--- config.mk ---
export PLATFORM = sky130hd
export DESIGN_NAME = ww_bank
export DESIGN_NICKNAME = d
export VERILOG_FILES = /design/src/verilog/ww_pkg.sv /design/src/verilog/ww_wake_timer.sv /design/src/verilog/ww_erase_guard.sv /design/src/verilog/ww_bank.sv
export VERILOG_INCLUDE_DIRS = /design/src /design/src/verilog
export SDC_FILE = /design/constraint.sdc
export NUM_CORES = 1
export LEC_CHECK = 0
export ABC_AREA = 1
export BUFFER_PORTS_ARGS = -buffer_cell sky130_fd_sc_hd__buf_4
export CAP_MARGIN = 40
export CORE_UTILIZATION = 50
export DETAILED_ROUTE_END_ITERATION = 8
export PLACE_DENSITY = 0.8
export REMOVE_ABC_BUFFERS = 1
export SLEW_MARGIN = 20
export SYNTH_ARGS = -nofsm -noshare
export SYNTH_HDL_FRONTEND = slang
export SYNTH_SLANG_ARGS = --single-unit
export TNS_END_PERCENT = 10
--- constraint.sdc ---
create_clock -name aclk -period 1.8 [get_ports aclk]
set_input_delay 0.36 -clock aclk [delete_from_list [all_inputs] [get_ports aclk]]
set_output_delay 0.36 -clock aclk [all_outputs]
set_load 0.01 [all_outputs]
--- src/verilog/ww_params.svh ---
// offsets, field positions, reset values and timing figures of the control bank
`ifndef WW_PARAMS_SVH
`define WW_PARAMS_SVH

// register indices; byte address is four times the index
`define WW_IDX_PROT 14'h00b2
`define WW_IDX_WDRST 14'h00f8
`define WW_IDX_WDOVF 14'h2002
`define WW_IDX_REF 14'h2004
`define WW_IDX_VER 14'h2006
`define WW_IDX_KEY 14'h201f
`define WW_IDX_WAKE 14'h20a9
`define WW_IDX_NEAR 14'h20b1
`define WW_IDX_TSEL 14'h20fd
`define WW_IDX_TRIM 14'h20ff
`define WW_IDX_ISTAT 14'h2100
`define WW_IDX_IMASK 14'h2101

// field positions
`define WW_B_BOOTPROT 5
`define WW_B_ENGPROT 4
`define WW_B_WDOVF 2
`define WW_B_REFPAD 7
`define WW_B_REFDIS 3
`define WW_B_ARM 7
`define WW_B_RES 3
`define WW_B_NEAR 0

// values
`define WW_RESTART_KEY 8'hff
`define WW_PRD_RESET 3'h1
`define WW_TSEL_REFMAG 4'h1
`define WW_KB_SHIFT 10
`define WW_RESP_OKAY 2'h0
`define WW_RESP_SLVERR 2'h2

// autowake step lengths in milliseconds, with the rtc tick rate
`define WW_RTC_HZ 32768
`define WW_STEP_SHORT_MS 2500
`define WW_STEP_LONG_MS 60000

`endif

--- src/verilog/ww_pkg.sv ---
// state types of the control bank
package ww_pkg;
	typedef struct packed {
		logic aw_held;
		logic [13:0] aw_idx;
		logic w_held;
		logic [7:0] w_data;
		logic w_be;
		logic bvalid;
		logic [1:0] bresp;
		logic rvalid;
		logic [7:0] rdata;
		logic [1:0] rresp;
		logic eng_prot;
		logic boot_prot;
		logic watchdog_overflow_status;
		logic ref_dis;
		logic ref_pad;
		logic [2:0] prd;
		logic res;
		logic near;
		logic [3:0] tsel;
		logic [3:0] istat;
		logic [3:0] imask;
		logic wd_restart;
		logic arm;
		logic [7:0] key;
		logic key_stb;
		logic wake_s1;
		logic wake_s2;
		logic wake_s3;
		logic rpin_s1;
		logic rpin_s2;
	} ww_bank_t;

	typedef struct packed {
		logic armed;
		logic res_q;
		logic [2:0] steps;
		logic [20:0] unit_cnt;
		logic expire;
	} ww_wake_t;

	typedef struct packed {
		logic grant;
		logic blocked;
	} ww_guard_t;
endpackage

--- src/verilog/ww_wake_timer.sv ---
// autowake timer counting rtc ticks in steps of the selected resolution
`timescale 1ns/10ps
module ww_wake_timer #(
	parameter int SHORT_TICKS = 81920,
	parameter int LONG_TICKS = 1966080
) (
	input wire logic aclk,
	input wire logic aresetn,
	input wire logic rtc_tick,
	input wire logic arm,
	input wire logic [2:0] period,
	input wire logic res,
	input wire logic hold_reset,
	output logic armed,
	output logic expire
);
	ww_pkg::ww_wake_t r_ff, nxt_r;
	logic [20:0] limit;

	always_comb begin
		limit = r_ff.res_q ? 21'(LONG_TICKS - 1) : 21'(SHORT_TICKS - 1);
		nxt_r = r_ff;
		nxt_r.expire = 1'b0;
		if (hold_reset) begin
			nxt_r.armed = 1'b0;
			nxt_r.unit_cnt = '0;
			nxt_r.steps = '0;
		end else if (arm) begin
			nxt_r.armed = 1'b1;
			nxt_r.steps = period;
			nxt_r.res_q = res;
			nxt_r.unit_cnt = '0;
		end else if (r_ff.armed && rtc_tick) begin
			if (r_ff.unit_cnt == limit) begin
				nxt_r.unit_cnt = '0;
				if (r_ff.steps <= 3'h1) begin
					nxt_r.armed = 1'b0;
					nxt_r.expire = 1'b1;
				end else begin
					nxt_r.steps = r_ff.steps - 3'h1;
				end
			end else begin
				nxt_r.unit_cnt = r_ff.unit_cnt + 21'h1;
			end
		end
	end

	always_ff @(posedge aclk) begin
		if (!aresetn) begin
			r_ff <= '0;
		end else begin
			r_ff <= nxt_r;
		end
	end

	assign armed = r_ff.armed;
	assign expire = r_ff.expire;

	property p_wake_hold;
		@(posedge aclk) disable iff (!aresetn) hold_reset |=> !armed && !expire;
	endproperty
	a_wake_hold: assert property (p_wake_hold) else $error("timer armed in full power");

	property p_wake_arm;
		@(posedge aclk) disable iff (!aresetn)
			(arm && !hold_reset) |=> armed && r_ff.steps == $past(period) && r_ff.unit_cnt == 21'h0;
	endproperty
	a_wake_arm: assert property (p_wake_arm) else $error("arm did not preset timer");
endmodule

--- src/verilog/ww_erase_guard.sv ---
// flash page-erase guard for boot and engine code areas
`timescale 1ns/10ps
`include "ww_params.svh"
module ww_erase_guard #(
	parameter int AW = 18
) (
	input wire logic aclk,
	input wire logic aresetn,
	input wire logic erase_req,
	input wire logic [AW-1:0] erase_addr,
	input wire logic [AW-11:0] boot_size,
	input wire logic [AW-11:0] engine_code_location,
	input wire logic boot_prot,
	input wire logic eng_prot,
	output logic erase_grant,
	output logic erase_blocked
);
	ww_pkg::ww_guard_t r_ff, nxt_r;
	logic in_boot;
	logic in_eng;

	always_comb begin
		in_boot = boot_prot && (erase_addr < {boot_size, {`WW_KB_SHIFT{1'b0}}});
		in_eng = eng_prot && (erase_addr >= {engine_code_location, {`WW_KB_SHIFT{1'b0}}});
		nxt_r.grant = erase_req && !(in_boot || in_eng);
		nxt_r.blocked = erase_req && (in_boot || in_eng);
	end

	always_ff @(posedge aclk) begin
		if (!aresetn) begin
			r_ff <= '0;
		end else begin
			r_ff <= nxt_r;
		end
	end

	assign erase_grant = r_ff.grant;
	assign erase_blocked = r_ff.blocked;

	property p_boot_guard;
		@(posedge aclk) disable iff (!aresetn)
			(erase_req && boot_prot && erase_addr < {boot_size, {`WW_KB_SHIFT{1'b0}}})
			|=> erase_blocked && !erase_grant;
	endproperty
	a_boot_guard: assert property (p_boot_guard) else $error("boot area erase not blocked");

	property p_eng_guard;
		@(posedge aclk) disable iff (!aresetn)
			(erase_req && eng_prot && erase_addr >= {engine_code_location, {`WW_KB_SHIFT{1'b0}}})
			|=> erase_blocked && !erase_grant;
	endproperty
	a_eng_guard: assert property (p_eng_guard) else $error("engine area erase not blocked");
endmodule

--- src/verilog/ww_bank.sv ---
// wake, watchdog, trim and protect control bank behind an axi4-lite slave
`timescale 1ns/10ps
`include "ww_params.svh"
// What this block does
// - selector value 1 shows reference magnitude fuse
// - read-only eight-bit silicon version register
// - route reference to pad unless disabled
// - arm write presets and arms autowake
// - autowake held reset in full/battery modes
// - sleep time is period times resolution, period zero giving one step
// - resolution one minute or 2.5 seconds
// - near-overflow flag set before watchdog overflow
// - near flag cleared by zero or wake fall
// - byte write 0xff restarts watchdog
// - overflow sets watchdog overflow status
// - overflow status survives ordinary resets
// - reset pin high and sleep clear status
// - boot protect blocks erase below boot size
// - engine protect blocks erase engine area upward
module ww_bank #(
	parameter logic [7:0] SILICON_REVISION = 8'h5a, // arbitrary value
	parameter int AW = 18,
	parameter int SHORT_TICKS = `WW_STEP_SHORT_MS * `WW_RTC_HZ / 1000,
	parameter int LONG_TICKS = `WW_STEP_LONG_MS * `WW_RTC_HZ / 1000
) (
	input wire logic aclk,
	input wire logic aresetn,
	input wire logic nv_por_n,
	input wire logic [15:0] s_axi_awaddr,
	input wire logic s_axi_awvalid,
	output logic s_axi_awready,
	input wire logic [31:0] s_axi_wdata,
	input wire logic [3:0] s_axi_wstrb,
	input wire logic s_axi_wvalid,
	output logic s_axi_wready,
	output logic [1:0] s_axi_bresp,
	output logic s_axi_bvalid,
	input wire logic s_axi_bready,
	input wire logic [15:0] s_axi_araddr,
	input wire logic s_axi_arvalid,
	output logic s_axi_arready,
	output logic [31:0] s_axi_rdata,
	output logic [1:0] s_axi_rresp,
	output logic s_axi_rvalid,
	input wire logic s_axi_rready,
	input wire logic [7:0] reference_magnitude_fuse,
	output logic reference_enable,
	output logic reference_to_pad,
	input wire logic rtc_tick,
	input wire logic full_power_mode,
	input wire logic battery_low_power_mode,
	input wire logic sleep_mode,
	input wire logic wake_in,
	input wire logic reset_pin_in,
	output logic autowake_armed,
	output logic autowake_expire,
	input wire logic watchdog_near_overflow,
	input wire logic watchdog_overflow,
	output logic watchdog_restart,
	output logic [7:0] clock_write_enable_key,
	output logic clock_key_strobe,
	input wire logic erase_req,
	input wire logic [AW-1:0] erase_addr,
	input wire logic [AW-11:0] boot_size,
	input wire logic [AW-11:0] engine_code_location,
	output logic erase_grant,
	output logic erase_blocked,
	output logic irq
);
	// ****************************************
	// state and helpers
	// ****************************************
	ww_pkg::ww_bank_t r_ff, nxt_r;
	logic do_wr;
	logic wr_en;
	logic wake_fall;
	logic [13:0] ar_idx;
	logic [7:0] rd_val;
	logic [7:0] trim_view;

	function automatic logic is_mapped(input logic [13:0] idx);
		case (idx)
			`WW_IDX_PROT, `WW_IDX_WDRST, `WW_IDX_WDOVF, `WW_IDX_REF, `WW_IDX_VER,
			`WW_IDX_KEY, `WW_IDX_WAKE, `WW_IDX_NEAR, `WW_IDX_TSEL, `WW_IDX_TRIM,
			`WW_IDX_ISTAT, `WW_IDX_IMASK: is_mapped = 1'b1;
			default: is_mapped = 1'b0;
		endcase
	endfunction

	// ****************************************
	// submodules
	// ****************************************
	ww_wake_timer #(
		.SHORT_TICKS(SHORT_TICKS),
		.LONG_TICKS(LONG_TICKS)
	) u_wake (
		.aclk(aclk),
		.aresetn(aresetn),
		.rtc_tick(rtc_tick),
		.arm(r_ff.arm),
		.period(r_ff.prd),
		.res(r_ff.res),
		.hold_reset(full_power_mode || battery_low_power_mode),
		.armed(autowake_armed),
		.expire(autowake_expire)
	);

	ww_erase_guard #(
		.AW(AW)
	) u_guard (
		.aclk(aclk),
		.aresetn(aresetn),
		.erase_req(erase_req),
		.erase_addr(erase_addr),
		.boot_size(boot_size),
		.engine_code_location(engine_code_location),
		.boot_prot(r_ff.boot_prot),
		.eng_prot(r_ff.eng_prot),
		.erase_grant(erase_grant),
		.erase_blocked(erase_blocked)
	);

	// ****************************************
	// read decode
	// ****************************************
	assign ar_idx = s_axi_araddr[15:2];
	assign trim_view = (r_ff.tsel == `WW_TSEL_REFMAG) ? reference_magnitude_fuse : 8'h00;

	always_comb begin
		rd_val = 8'h00;
		case (ar_idx)
			`WW_IDX_PROT: begin
				rd_val[`WW_B_BOOTPROT] = r_ff.boot_prot;
				rd_val[`WW_B_ENGPROT] = r_ff.eng_prot;
			end
			`WW_IDX_WDOVF: rd_val[`WW_B_WDOVF] = r_ff.watchdog_overflow_status;
			`WW_IDX_REF: begin
				rd_val[`WW_B_REFPAD] = r_ff.ref_pad;
				rd_val[`WW_B_REFDIS] = r_ff.ref_dis;
			end
			`WW_IDX_VER: rd_val = SILICON_REVISION;
			`WW_IDX_WAKE: rd_val = {4'h0, r_ff.res, r_ff.prd};
			`WW_IDX_NEAR: rd_val[`WW_B_NEAR] = r_ff.near;
			`WW_IDX_TSEL: rd_val = {4'h0, r_ff.tsel};
			`WW_IDX_TRIM: rd_val = trim_view;
			`WW_IDX_ISTAT: rd_val = {4'h0, r_ff.istat};
			`WW_IDX_IMASK: rd_val = {4'h0, r_ff.imask};
			default: rd_val = 8'h00;
		endcase
	end

	// ****************************************
	// next state
	// ****************************************
	assign do_wr = r_ff.aw_held && r_ff.w_held;
	assign wr_en = do_wr && r_ff.w_be;
	// the second and third stages feed the edge test, the first stage stays private
	assign wake_fall = r_ff.wake_s3 && !r_ff.wake_s2;

	always_comb begin
		nxt_r = r_ff;
		nxt_r.wd_restart = 1'b0;
		nxt_r.key_stb = 1'b0;
		nxt_r.arm = 1'b0;
		nxt_r.wake_s1 = wake_in;
		nxt_r.wake_s2 = r_ff.wake_s1;
		nxt_r.wake_s3 = r_ff.wake_s2;
		nxt_r.rpin_s1 = reset_pin_in;
		nxt_r.rpin_s2 = r_ff.rpin_s1;

		if (s_axi_awvalid && s_axi_awready) begin
			nxt_r.aw_held = 1'b1;
			nxt_r.aw_idx = s_axi_awaddr[15:2];
		end
		if (s_axi_wvalid && s_axi_wready) begin
			nxt_r.w_held = 1'b1;
			nxt_r.w_data = s_axi_wdata[7:0];
			nxt_r.w_be = s_axi_wstrb[0];
		end
		if (s_axi_bvalid && s_axi_bready) begin
			nxt_r.bvalid = 1'b0;
		end
		if (do_wr) begin
			nxt_r.aw_held = 1'b0;
			nxt_r.w_held = 1'b0;
			nxt_r.bvalid = 1'b1;
			nxt_r.bresp = is_mapped(r_ff.aw_idx) ? `WW_RESP_OKAY : `WW_RESP_SLVERR;
		end

		if (wr_en) begin
			case (r_ff.aw_idx)
				`WW_IDX_PROT: begin
					nxt_r.boot_prot = r_ff.w_data[`WW_B_BOOTPROT];
					nxt_r.eng_prot = r_ff.w_data[`WW_B_ENGPROT];
				end
				`WW_IDX_WDRST: nxt_r.wd_restart = (r_ff.w_data == `WW_RESTART_KEY);
				`WW_IDX_WDOVF: nxt_r.watchdog_overflow_status = r_ff.w_data[`WW_B_WDOVF];
				`WW_IDX_REF: begin
					nxt_r.ref_pad = r_ff.w_data[`WW_B_REFPAD];
					nxt_r.ref_dis = r_ff.w_data[`WW_B_REFDIS];
				end
				`WW_IDX_KEY: begin
					nxt_r.key = r_ff.w_data;
					nxt_r.key_stb = 1'b1;
				end
				`WW_IDX_WAKE: begin
					nxt_r.arm = r_ff.w_data[`WW_B_ARM];
					nxt_r.res = r_ff.w_data[`WW_B_RES];
					nxt_r.prd = r_ff.w_data[2:0];
				end
				`WW_IDX_NEAR: nxt_r.near = r_ff.near && r_ff.w_data[`WW_B_NEAR];
				`WW_IDX_TSEL: nxt_r.tsel = r_ff.w_data[3:0];
				`WW_IDX_ISTAT: nxt_r.istat = r_ff.istat & ~r_ff.w_data[3:0];
				`WW_IDX_IMASK: nxt_r.imask = r_ff.w_data[3:0];
				default: nxt_r.key_stb = 1'b0;
			endcase
		end

		if (s_axi_arvalid && s_axi_arready) begin
			nxt_r.rvalid = 1'b1;
			nxt_r.rdata = rd_val;
			nxt_r.rresp = is_mapped(ar_idx) ? `WW_RESP_OKAY : `WW_RESP_SLVERR;
		end else if (s_axi_rvalid && s_axi_rready) begin
			nxt_r.rvalid = 1'b0;
		end

		if (wake_fall) begin
			nxt_r.near = 1'b0;
		end
		// early warning, set wins over clear
		if (watchdog_near_overflow) begin
			nxt_r.near = 1'b1;
		end
		if (watchdog_overflow) begin
			nxt_r.watchdog_overflow_status = 1'b1;
		end
		// pin level and sleep clear the status
		if (r_ff.rpin_s2 || sleep_mode) begin
			nxt_r.watchdog_overflow_status = 1'b0;
		end
		// sticky interrupt sources set after the clear so they win
		nxt_r.istat = nxt_r.istat | {erase_blocked, autowake_expire,
			watchdog_overflow, watchdog_near_overflow};
	end

	// ****************************************
	// registers
	// ****************************************
	always_ff @(posedge aclk) begin
		if (!nv_por_n) begin
			r_ff <= '0;
			r_ff.prd <= `WW_PRD_RESET;
		end else if (!aresetn) begin
			r_ff <= '0;
			r_ff.prd <= `WW_PRD_RESET;
			r_ff.watchdog_overflow_status <= r_ff.watchdog_overflow_status;
		end else begin
			r_ff <= nxt_r;
		end
	end

	// ****************************************
	// outputs
	// ****************************************
	assign s_axi_awready = !r_ff.aw_held && !r_ff.bvalid;
	assign s_axi_wready = !r_ff.w_held;
	assign s_axi_bvalid = r_ff.bvalid;
	assign s_axi_bresp = r_ff.bresp;
	assign s_axi_arready = !r_ff.rvalid;
	assign s_axi_rvalid = r_ff.rvalid;
	assign s_axi_rdata = {24'h000000, r_ff.rdata};
	assign s_axi_rresp = r_ff.rresp;
	assign reference_enable = !r_ff.ref_dis;
	assign reference_to_pad = r_ff.ref_pad && !r_ff.ref_dis;
	assign watchdog_restart = r_ff.wd_restart;
	assign clock_write_enable_key = r_ff.key;
	assign clock_key_strobe = r_ff.key_stb;
	assign irq = |(r_ff.istat & r_ff.imask);

	// ****************************************
	// checks
	// ****************************************
	property p_ref_pad;
		@(posedge aclk) disable iff (!aresetn) r_ff.ref_dis |-> !reference_to_pad && !reference_enable;
	endproperty
	a_ref_pad: assert property (p_ref_pad) else $error("reference routed while disabled");

	property p_ref_reset;
		@(posedge aclk) disable iff (!nv_por_n) $past(!aresetn) |-> reference_enable;
	endproperty
	a_ref_reset: assert property (p_ref_reset) else $error("reference off after reset");

	property p_restart;
		@(posedge aclk) disable iff (!aresetn)
			(do_wr && r_ff.w_be && r_ff.aw_idx == `WW_IDX_WDRST && r_ff.w_data == `WW_RESTART_KEY)
			|=> watchdog_restart ##1 !watchdog_restart;
	endproperty
	a_restart: assert property (p_restart) else $error("restart write lost");

	property p_ovf_set;
		@(posedge aclk) disable iff (!aresetn)
			(watchdog_overflow && !r_ff.rpin_s2 && !sleep_mode) |=> r_ff.watchdog_overflow_status;
	endproperty
	a_ovf_set: assert property (p_ovf_set) else $error("overflow status not set");

	property p_ovf_clr;
		@(posedge aclk) disable iff (!aresetn) (r_ff.rpin_s2 || sleep_mode) |=> !r_ff.watchdog_overflow_status;
	endproperty
	a_ovf_clr: assert property (p_ovf_clr) else $error("overflow status kept under reset pin");

	property p_near_clr;
		@(posedge aclk) disable iff (!aresetn)
			(wake_fall && !watchdog_near_overflow) |=> !r_ff.near;
	endproperty
	a_near_clr: assert property (p_near_clr) else $error("near flag kept after wake fall");

	property p_near_set;
		@(posedge aclk) disable iff (!aresetn) watchdog_near_overflow |=> r_ff.near && r_ff.istat[0];
	endproperty
	a_near_set: assert property (p_near_set) else $error("near flag not set");

	property p_trim;
		@(posedge aclk) disable iff (!aresetn)
			(s_axi_arvalid && s_axi_arready && ar_idx == `WW_IDX_TRIM && r_ff.tsel == `WW_TSEL_REFMAG)
			|=> s_axi_rvalid && s_axi_rdata[7:0] == $past(reference_magnitude_fuse);
	endproperty
	a_trim: assert property (p_trim) else $error("trim readout wrong");

	property p_prd_reset;
		@(posedge aclk) disable iff (!nv_por_n) $past(!aresetn) |-> r_ff.prd == `WW_PRD_RESET;
	endproperty
	a_prd_reset: assert property (p_prd_reset) else $error("sleep period reset value wrong");
endmodule

# Word-level counts from Yosys, hierarchy flattened
# Cells that the tools add are included.
# totals
regBits	106
latchBits	0
ram_bits	0
romBits	0
input_bits	127
out_inout_bits	58
word_cells	182
n_memories	0
# classes
add_sub_neg	2
multipliers	0
n_div	0
order_cmp	3
n_eq_ne	28
n_shift	0
muxes	46
bitwise_logic	9
reduce_logical	57
# op_table
cell	n
== test 14 bit, second input constant	20
== test 14 x 8 -> 1 bit, second input constant	4
2-to-1 mux 21 bit	2
2-to-1 mux 31 bit	1
2-to-1 mux 25 bit	1
2-to-1 mux 24 bit	1
OR reduction 12 bit	2
2-to-1 mux 1 bit	22
adder 21 x 1 -> 21 bit, second input constant	1
== test 21 bit	1
>= comparator 18 bit	1
less-than comparator 18 bit	1
one-hot mux 1 bit (6 select lines)	3
AND reduction 2 bit	9
logical AND 1 bit	16
2-to-1 mux 4 bit	4
2-to-1 mux 8 bit	2
AND reduction 3 bit	4
nonzero test 3 bit	4
nonzero test 2 bit	5
2-to-1 mux 3 bit	3
bitwise AND 4 bit	2
== test 8 bit, second input constant	1
AND reduction 4 bit	2
other kinds (17)	33

# Depth between registers and ports, before layout
# Gate-level depths: netlist of run 1.
# depth
depth_word	6
depth_mapped	11

# Modules after synthesis
# From an unflattened synthesis of run 1, not the netlist that was laid out.
# hier_totals
hier_cells	877
hier_area_um2	5933.2
# by_module_without_submodules
module	n_inst	cells_per_inst	area_per_inst_um2
ww_bank	1	577	3883.7
ww_wake_timer	1	211	1500.2
ww_erase_guard	1	89	549.3

# Worst setup path after synthesis of run 1
# No wires, ideal clock.
# synth_path
kind	register to register
from	reg u_wake.r_ff[1] (netlist name)
to	reg u_wake.r_ff[10] (netlist name)
setup_ns	0.115
arrival_ns	1.363
slack_ns	0.322
path_stages_with_launch	10
n_path_buf	1
path_cell_list	dfxtp_1 -> ha_1 -> nand2_1 -> nor2_2 -> nand3_1 -> nor2_2 -> nand3_2 -> nand2_2 -> buf_6 -> nor3b_1
# synth_between
elab_chain_cells	2
word_cells_on_any_way	3
cone_classes	add/sub (1); eq/ne (1); mux (1)
# synth_rtl
item	line_no	text
start, declared	ww_wake_timer.sv:17	ww_pkg::ww_wake_t r_ff, nxt_r;
start signal, assigned	ww_wake_timer.sv:52	r_ff <= nxt_r;
adder 21 x 1 -> 21 bit or == test 21 bit (tied branches)	ww_wake_timer.sv:43, ww_wake_timer.sv:34	
2-to-1 mux 21 bit *	ww_wake_timer.sv:34	if (r_ff.unit_cnt == limit) begin
# Every way passes the cells marked *; elsewhere a longest branch is shown, timed or not.
# A chain may end at the register's enable or synchronous reset.

# Worst setup path after layout of run 1
# layout_path
from	reg u_wake.r_ff[1] (netlist name)
to	reg u_wake.r_ff, in the netlist u_wake.armed
# layout_between
elab_chain_cells	3
# layout_rtl
item	line_no
== test 21 bit	ww_wake_timer.sv:34
nonzero test 2 bit (no source line)	n/a
AND reduction 3 bit (no source line)	n/a
# Every way passes these cells.

==> qor.txt, run 1 <==
status: finished clean
Setup CP Type: reg2reg
multi-input logic area: 3030 µm²
Critical Path Start: u_wake.r_ff[1]
synth-to-layout area growth: 21.4%
H-Tree Depth: 3
initial antenna violation count: 0
crit path time final: 1.67 ns
Post-Place Worst Slack: 0.149 ns
share of post-route cells with drive strength above 1: 0.196
crit share post-route: 0.926
IO Port Bufs: 127
grt ovf: 0
Worst VDD drop: 0.616 mV
total power: 4.89 mW
Mapped Area: 5840 µm²
RSZ-0062 raised after global routing: false
crit path launch type: register
Fmax: 600 MHz
CTS Sinks: 104
FF+latch area: 2080 µm²
die area: 12100 µm²
diodes inserted: 0
clock buffer count from CTS: 9
DR vias: 5526
Tot GR Track Use: 0.226
Worst-Skew Late Latency: 0.36 ns
crit-path max FO: 3
critical path data arrival time: 1.89 ns
GP Congestion: 0.867
share of the yosys chip area belonging to registers: 0.357
largest net degree at the start of global routing: 28
Syn Area/Cell: 6.82 µm²
hold_sp: reset_pin_in
Synth Instances: 856
clock-pin slew on the worst setup and hold paths: 0.08 ns
# rows: 39
Worst EP required: 2.02 ns
Avg Vias per Cell: 4.92
vias in the first global route: 4891
core box area: 11400 µm²
leakage: 3.19 nW
IO Pins: 185
Hold Crit Class: in2reg
fin. max-slew vios: 0
drt total wl: 13400 µm
Iter 0 DRT Violations: 285
hold bufs inserted after CTS: 0
max cap viols: 0
Die X: 110 µm
Finished Layout Cells: 1123
final worst setup slack: 0.133 ns
Syn. warnings: 0
CTS tree: done
postcts setup bufs: 0
Critical Path End Type: register
Max Buffers Root-to-Sink: 2
final core occ: 0.621
global-route wire length before repair: 21600 µm
number of instances in the placed design: 1107
Pwr per Cell Area: 690 nW/µm²
Root Buffer: clkbuf_16
fillers: 1050
hold slack: 0.221 ns
initial core utilization: 0.511
Synth cell types: 46
DR WL/cell: 11.9 µm
DRC viols: 0
Clock Skew: 0.00941 ns
hpwl dp: 10500 µm
FF+latch count, synth: 104
post-route ant nets: 0
DIE HEIGHT: 110 µm
Pre-antenna DRT Iters: 5
Post-layout nets: 1120
Hold Vio Cnt, Final: 0
# setup viols final: 0
post-CTS resize count: 0
reg2reg start: u_wake.r_ff[1]
[metrics by stage]
| stage | cell area [µm²] | TNS [ns] |
|---|---|---|
| 6_report | 7090 | 0 |
| 5_1_grt | 7090 | 0 |
| 4_1_cts | 7090 | 0 |
| 3_5_place_dp | 6780 | 0 |
| 3_3_place_gp | 6780 | 0 |
| 2_1_floorplan | 5550 | -0.100 |
[worst max-delay path, cell delays in order, from the launching register on]
cell     delay [ns]
dfxtp_1        0.37
ha_1           0.21
nand2_1        0.08
nor2_2         0.10
nand3_1        0.09
nor2_2         0.20
nand3_2        0.11
buf_4          0.15
o21ai_0        0.16
a21oi_1        0.08
[path summary, 6_finish.rpt]
| path | end | slack [ns] | depth (start not counted) |
|---|---|---|---|
| setup / recovery | u_wake.armed | 0.13 | 9 |
| hold / removal | nxt_r[0] | 0.22 | 3 |
| setup reg to reg | u_wake.armed | 0.13 | 9 |
| hold reg to reg | nxt_r[2] | 0.41 | 2 |
[report_power, final]
group | total, mW | switching, mW | leakage [nW] | internal (mW)
Sequential | 2.37 | 0.0303 | 0.843 | 2.34
Clock | 1.98 | 0.985 | 0.144 | 0.994
Combinational | 0.544 | 0.293 | 2.20 | 0.251
[kinds of logic (layout without fill, tap and decap cells)]
| family | Yosys count | count (layout) | share of synthesized area |
|---|---|---|---|
| AND/OR/NAND/NOR | 409 | 409 | 0.318 |
| buffers and inverters | 172 | 271 | 0.140 |
| AO/OA/AOI/OAI | 139 | 139 | 0.126 |
| flip-flops | 104 | 104 | 0.357 |
| adder cells (fa/ha/maj) | 18 | 18 | 0.0386 |
| XOR/XNOR | 13 | 13 | 0.0195 |
| other | 1 | 26 | 0.000642 |
[routing by layer]
metal	vias up	track usage	part of all wire
met1	2418	0.298	0.47
met2	165	0.371	0.45
met3	27	0.0447	0.057
li1	2916	-	-
met5	-	0	0
met4	0	0.0733	0.021
[placed cells by master (no fill, tap or decap), types with 2 or more instances in the layout]
| master | synthesis | layout |
|---|---|---|
| nor3_1 | 9 | 9 |
| clkinvlp_4 | 0 | 2 |
| a21oi_1 | 64 | 64 |
| nor2_1 | 151 | 151 |
| o22ai_1 | 4 | 4 |
| clkinv_8 | 0 | 3 |
| buf_4 | 44 | 140 |
| dfxtp_1 | 104 | 104 |
| o21a_1 | 2 | 2 |
| nand3_1 | 51 | 51 |
| conb_1 | 1 | 26 |
| nor2_4 | 3 | 3 |
| nor3b_1 | 6 | 6 |
| nor2_8 | 2 | 2 |
| nor3_2 | 3 | 3 |
| clkbuf_16 | 0 | 9 |
| nand2_1 | 143 | 143 |
| inv_2 | 5 | 5 |
| inv_1 | 110 | 110 |
| o21ai_0 | 49 | 49 |
| nand3_2 | 4 | 4 |
| o211ai_1 | 2 | 2 |
| inv_8 | 0 | 2 |
| ha_1 | 18 | 18 |
| xor2_1 | 11 | 11 |
| nand2_2 | 3 | 3 |
| nand3b_1 | 2 | 2 |
| nor2_2 | 9 | 9 |
| nand4_1 | 14 | 14 |
| xnor2_1 | 2 | 2 |
| o21ai_1 | 11 | 11 |
[state kept, by name, indices dropped and copies added (netlist names)]
name,flops
s_axi_rdata,8
nxt_r,3
s_axi_rresp,1
s_axi_bvalid,1
s_axi_rvalid,1
r_ff,50
watchdog_restart,1
u_wake.expire,1
u_wake.armed,1
u_guard.erase_blocked,1
s_axi_bresp,1
u_guard.erase_grant,1
u_wake.r_ff,25
clock_write_enable_key,8
clock_key_strobe,1
[cell usage after synthesis, drive strengths merged]
master	n	share of area
o211ai	2	0.0026
a21o	1	0.0013
o221ai	1	0.0015
dfxtp	104	0.36
and3	1	0.0011
nor3	12	0.013
o2111ai	1	0.0015
inv	115	0.074
conb	1	0.00064
a31oi	1	0.0011
nand2	147	0.097
o21ai	60	0.051
o2111a	1	0.0019
nor3b	7	0.0099
xor2	11	0.016
nor4	1	0.0011
nand4	15	0.017
ha	18	0.039
and2	1	0.0011
nand3b	2	0.0026
buf	46	0.059
a211oi	2	0.0034
or2	2	0.0026
xnor2	2	0.0030
nand3	56	0.054
nor2	165	0.12
o21a	2	0.0026
clkbuf	11	0.0071
a21oi	64	0.055
o22ai	4	0.0043
[cell type report]
type / count / share of cell area
clock inverter: 7 / 0.0122
multi-input combinational: 605 / 0.428
clock buffer: 9 / 0.0318
tap: 143 / 0.0252
inverter: 115 / 0.0609
sequential: 104 / 0.294
timing repair buffer: 140 / 0.148
Power figures use the tool's default switching activity.
==> inputs of run 2 (changes only) <==
==> constraint.sdc (replaced) <==
create_clock -name aclk -period 2.08 [get_ports aclk]
set_input_delay 0.416 -clock aclk [delete_from_list [all_inputs] [get_ports aclk]]
set_output_delay 0.416 -clock aclk [all_outputs]
set_load 0.01 [all_outputs]
==> run 2 against run 1 <==
Against the previous run:
- power decreased by 12%
- hold slack improved by 0.062 ns
- critical path depth unchanged
- sequential power decreased by 14%
- clock power decreased by 9%
==> qor.txt, run 2 (synthesized netlist as in run 1, its figures left out) <==
status: finished clean (unchanged)
Hold Path Cell Cnt: 3 (unchanged)
finished layout cell area: 7040 µm² (was 7090 µm²)
Pre-antenna DRT Iters: 5 (unchanged)
largest net degree at the start of global routing: 28 (unchanged)
commonest non-fill, non-tap cell in the layout: nor2_1 (unchanged)
core box area: 11400 µm² (unchanged)
critical path data arrival time: 2.02 ns (was 1.89 ns)
IO Pins: 185 (unchanged)
Max Buffers Root-to-Sink: 2 (unchanged)
leakage: 3.16 nW (was 3.19 nW)
vias in the first global route: 5121 (was 4891)
diodes inserted: 0 (unchanged)
fin. max-slew vios: 0 (unchanged)
Avg Vias per Cell: 5.01 (was 4.92)
Top Family by Delay on Critical Path: simple AND/OR/NAND/NOR gates (unchanged)
post-route setup TNS: 0 ns (unchanged)
hold_sp: s_axi_wdata[6] (was reset_pin_in)
DR vias: 5585 (was 5526)
Setup CP Type: reg2reg (unchanged)
DR WL/cell: 12.2 µm (was 11.9 µm)
Worst EP required: 2.33 ns (was 2.02 ns)
synth-to-layout area growth: 20.6% (was 21.4%)
DIE HEIGHT: 110 µm (unchanged)
Clock Skew: 0.0108 ns (was 0.00941 ns)
largest reg by FF count: r_ff (unchanged)
Hold Vio Cnt, Final: 0 (unchanged)
post-CTS resize count: 0 (unchanged)
crit share post-route: 0.850 (was 0.926)
slowest CP cell: dfxtp_1 (unchanged)
Iter 0 DRT Violations: 383 (was 285)
die area: 12100 µm² (unchanged)
reg2reg start: u_wake.r_ff[1] (unchanged)
fillers: 1077 (was 1050)
commonest non-fill, non-tap cells in the layout: nor2_1, nand2_1, buf_4 (unchanged)
Critical Path End Type: register (unchanged)
H-Tree Depth: 3 (unchanged)
initial core utilization: 0.511 (unchanged)
Worst path most repeated cell: nor2_2 (unchanged)
crit path launch type: register (unchanged)
RSZ-0062 raised after global routing: false (unchanged)
share of post-route cells with drive strength above 1: 0.189 (was 0.196)
Crit path largest cell delay: 0.38 ns (was 0.37 ns)
Root Buffer: clkbuf_16 (unchanged)
hold bufs inserted after CTS: 0 (unchanged)
postcts setup bufs: 0 (unchanged)
clock-pin slew on the worst setup and hold paths: 0.08 ns (about the same)
# rows: 39 (unchanged)
Fmax: 566 MHz (was 600 MHz)
crit-path max FO: 14 (was 3)
grt ovf: 0 (unchanged)
global-route wire length before repair: 22300 µm (was 21600 µm)
GP Congestion: 0.857 (was 0.867)
Hold Crit Class: in2reg (unchanged)
initial antenna violation count: 0 (unchanged)
clock buffer count from CTS: 9 (unchanged)
Post-layout nets: 1112 (was 1120)
IO Port Bufs: 127 (unchanged)
DRC viols: 0 (unchanged)
critical-path cell list: ha_1 -> nand2_1 -> nor2_2 -> nand3_1 -> nor2_2 -> nand3_2 -> nand2_2 -> nor2_1 -> o21a_1 (was ha_1 -> nand2_1 -> nor2_2 -> nand3_1 -> nor2_2 -> nand3_2 -> buf_4 -> o21ai_0 -> a21oi_1)
dpl cell area: 6720 µm² (was 6780 µm²)
crit path time final: 1.77 ns (was 1.67 ns)
drt total wl: 13600 µm (was 13400 µm)
post-route ant nets: 0 (unchanged)
CTS tree: done (unchanged)
Die X: 110 µm (unchanged)
reg-to-reg slack, setup: 0.31 ns (was 0.13 ns)
Critical Path Start: u_wake.r_ff[1] (unchanged)
biggest regs: r_ff x50, u_wake.r_ff x25 (unchanged)
hpwl dp: 10600 µm (was 10500 µm)
Worst VDD drop: 0.688 mV (was 0.616 mV)
Pwr per Cell Area: 614 nW/µm² (was 690 nW/µm²)
max FFs per register: 50 (unchanged)
Tot GR Track Use: 0.234 (was 0.226)
CTS Sinks: 104 (unchanged)
worst-case reg-to-reg path depth: 9 (unchanged)
# setup viols final: 0 (unchanged)
Hold EP: r_ff[59] (was nxt_r[0])
Reg-to-Reg End: u_wake.r_ff[12] (was u_wake.armed)
CP Buf/Inv Count: 0 (was 1)
Worst-Skew Late Latency: 0.36 ns (about the same)
max cap viols: 0 (unchanged)
-- run 2: cell types whose count changed in the layout (fill, tap and decap cells not counted) --
cell and delta:
buf_4 -8, clkinv_8 -1, clkinvlp_4 -2, clkinv_2 +1
bufinv_16 +1, inv_6 +1
-- run 2: cell type report --
class	instances	area, µm²	share of cell area
multi-input combinational	605	3030	0.431
sequential	104	2080	0.296
timing repair buffer	132	991	0.141
inverter	115	432	0.0613
clock buffer	9	225	0.0320
tap	143	179	0.0254
clock inverter	7	98.8	0.0140
-- run 2: where the power goes --
part	switching [mW]	internal (mW)	total, mW	leakage, nW
sequential	0.0268	2.02	2.05	0.843
combinational	0.254	0.212	0.466	2.16
clock	0.831	0.973	1.80	0.159
total	1.11	3.21	4.32	3.16
-- run 2: how the worst max path moves through the flow --
stage	depth (start not counted)	end
CTS	9	u_wake.r_ff[12]
detailed placement	9	u_wake.r_ff[12]
floorplan	4	watchdog_restart
global placement	9	u_wake.r_ff[12]
finish	9	u_wake.r_ff[12]
global route	9	u_wake.r_ff[12]
-- run 2: tightest hold or removal path, stage by stage --
cell and delay, ns:
buf_4 0.08, nor2_1 0.03, nor2_1 0.08
-- run 2: per-stage QoR --
step | hold WS (ns) | worst slack (ns) | total power, mW | util | instances
finish | 0.284 | 0.312 | 4.32 | 0.617 | 1115
global route | 0.289 | 0.162 | 4.50 | 0.617 | 1115
CTS | 0.280 | 0.302 | 4.35 | 0.617 | 1115
detailed placement | 0.400 | 0.314 | 2.56 | 0.588 | 1099
global placement | 0.400 | 0.357 | 2.55 | 0.588 | 1099
floorplan | 0.394 | 0.124 | 2.33 | - | 824
-- run 2: per-layer routing --
metal,wire length [µm],global-route usage,vias to the layer above,share of wire
met1,6200,0.293,2492,0.46
met5,0,0,-,0
met3,747,0.0459,21,0.055
li1,-,-,2908,-
met2,6410,0.408,164,0.47
met4,224,0.0667,0,0.016
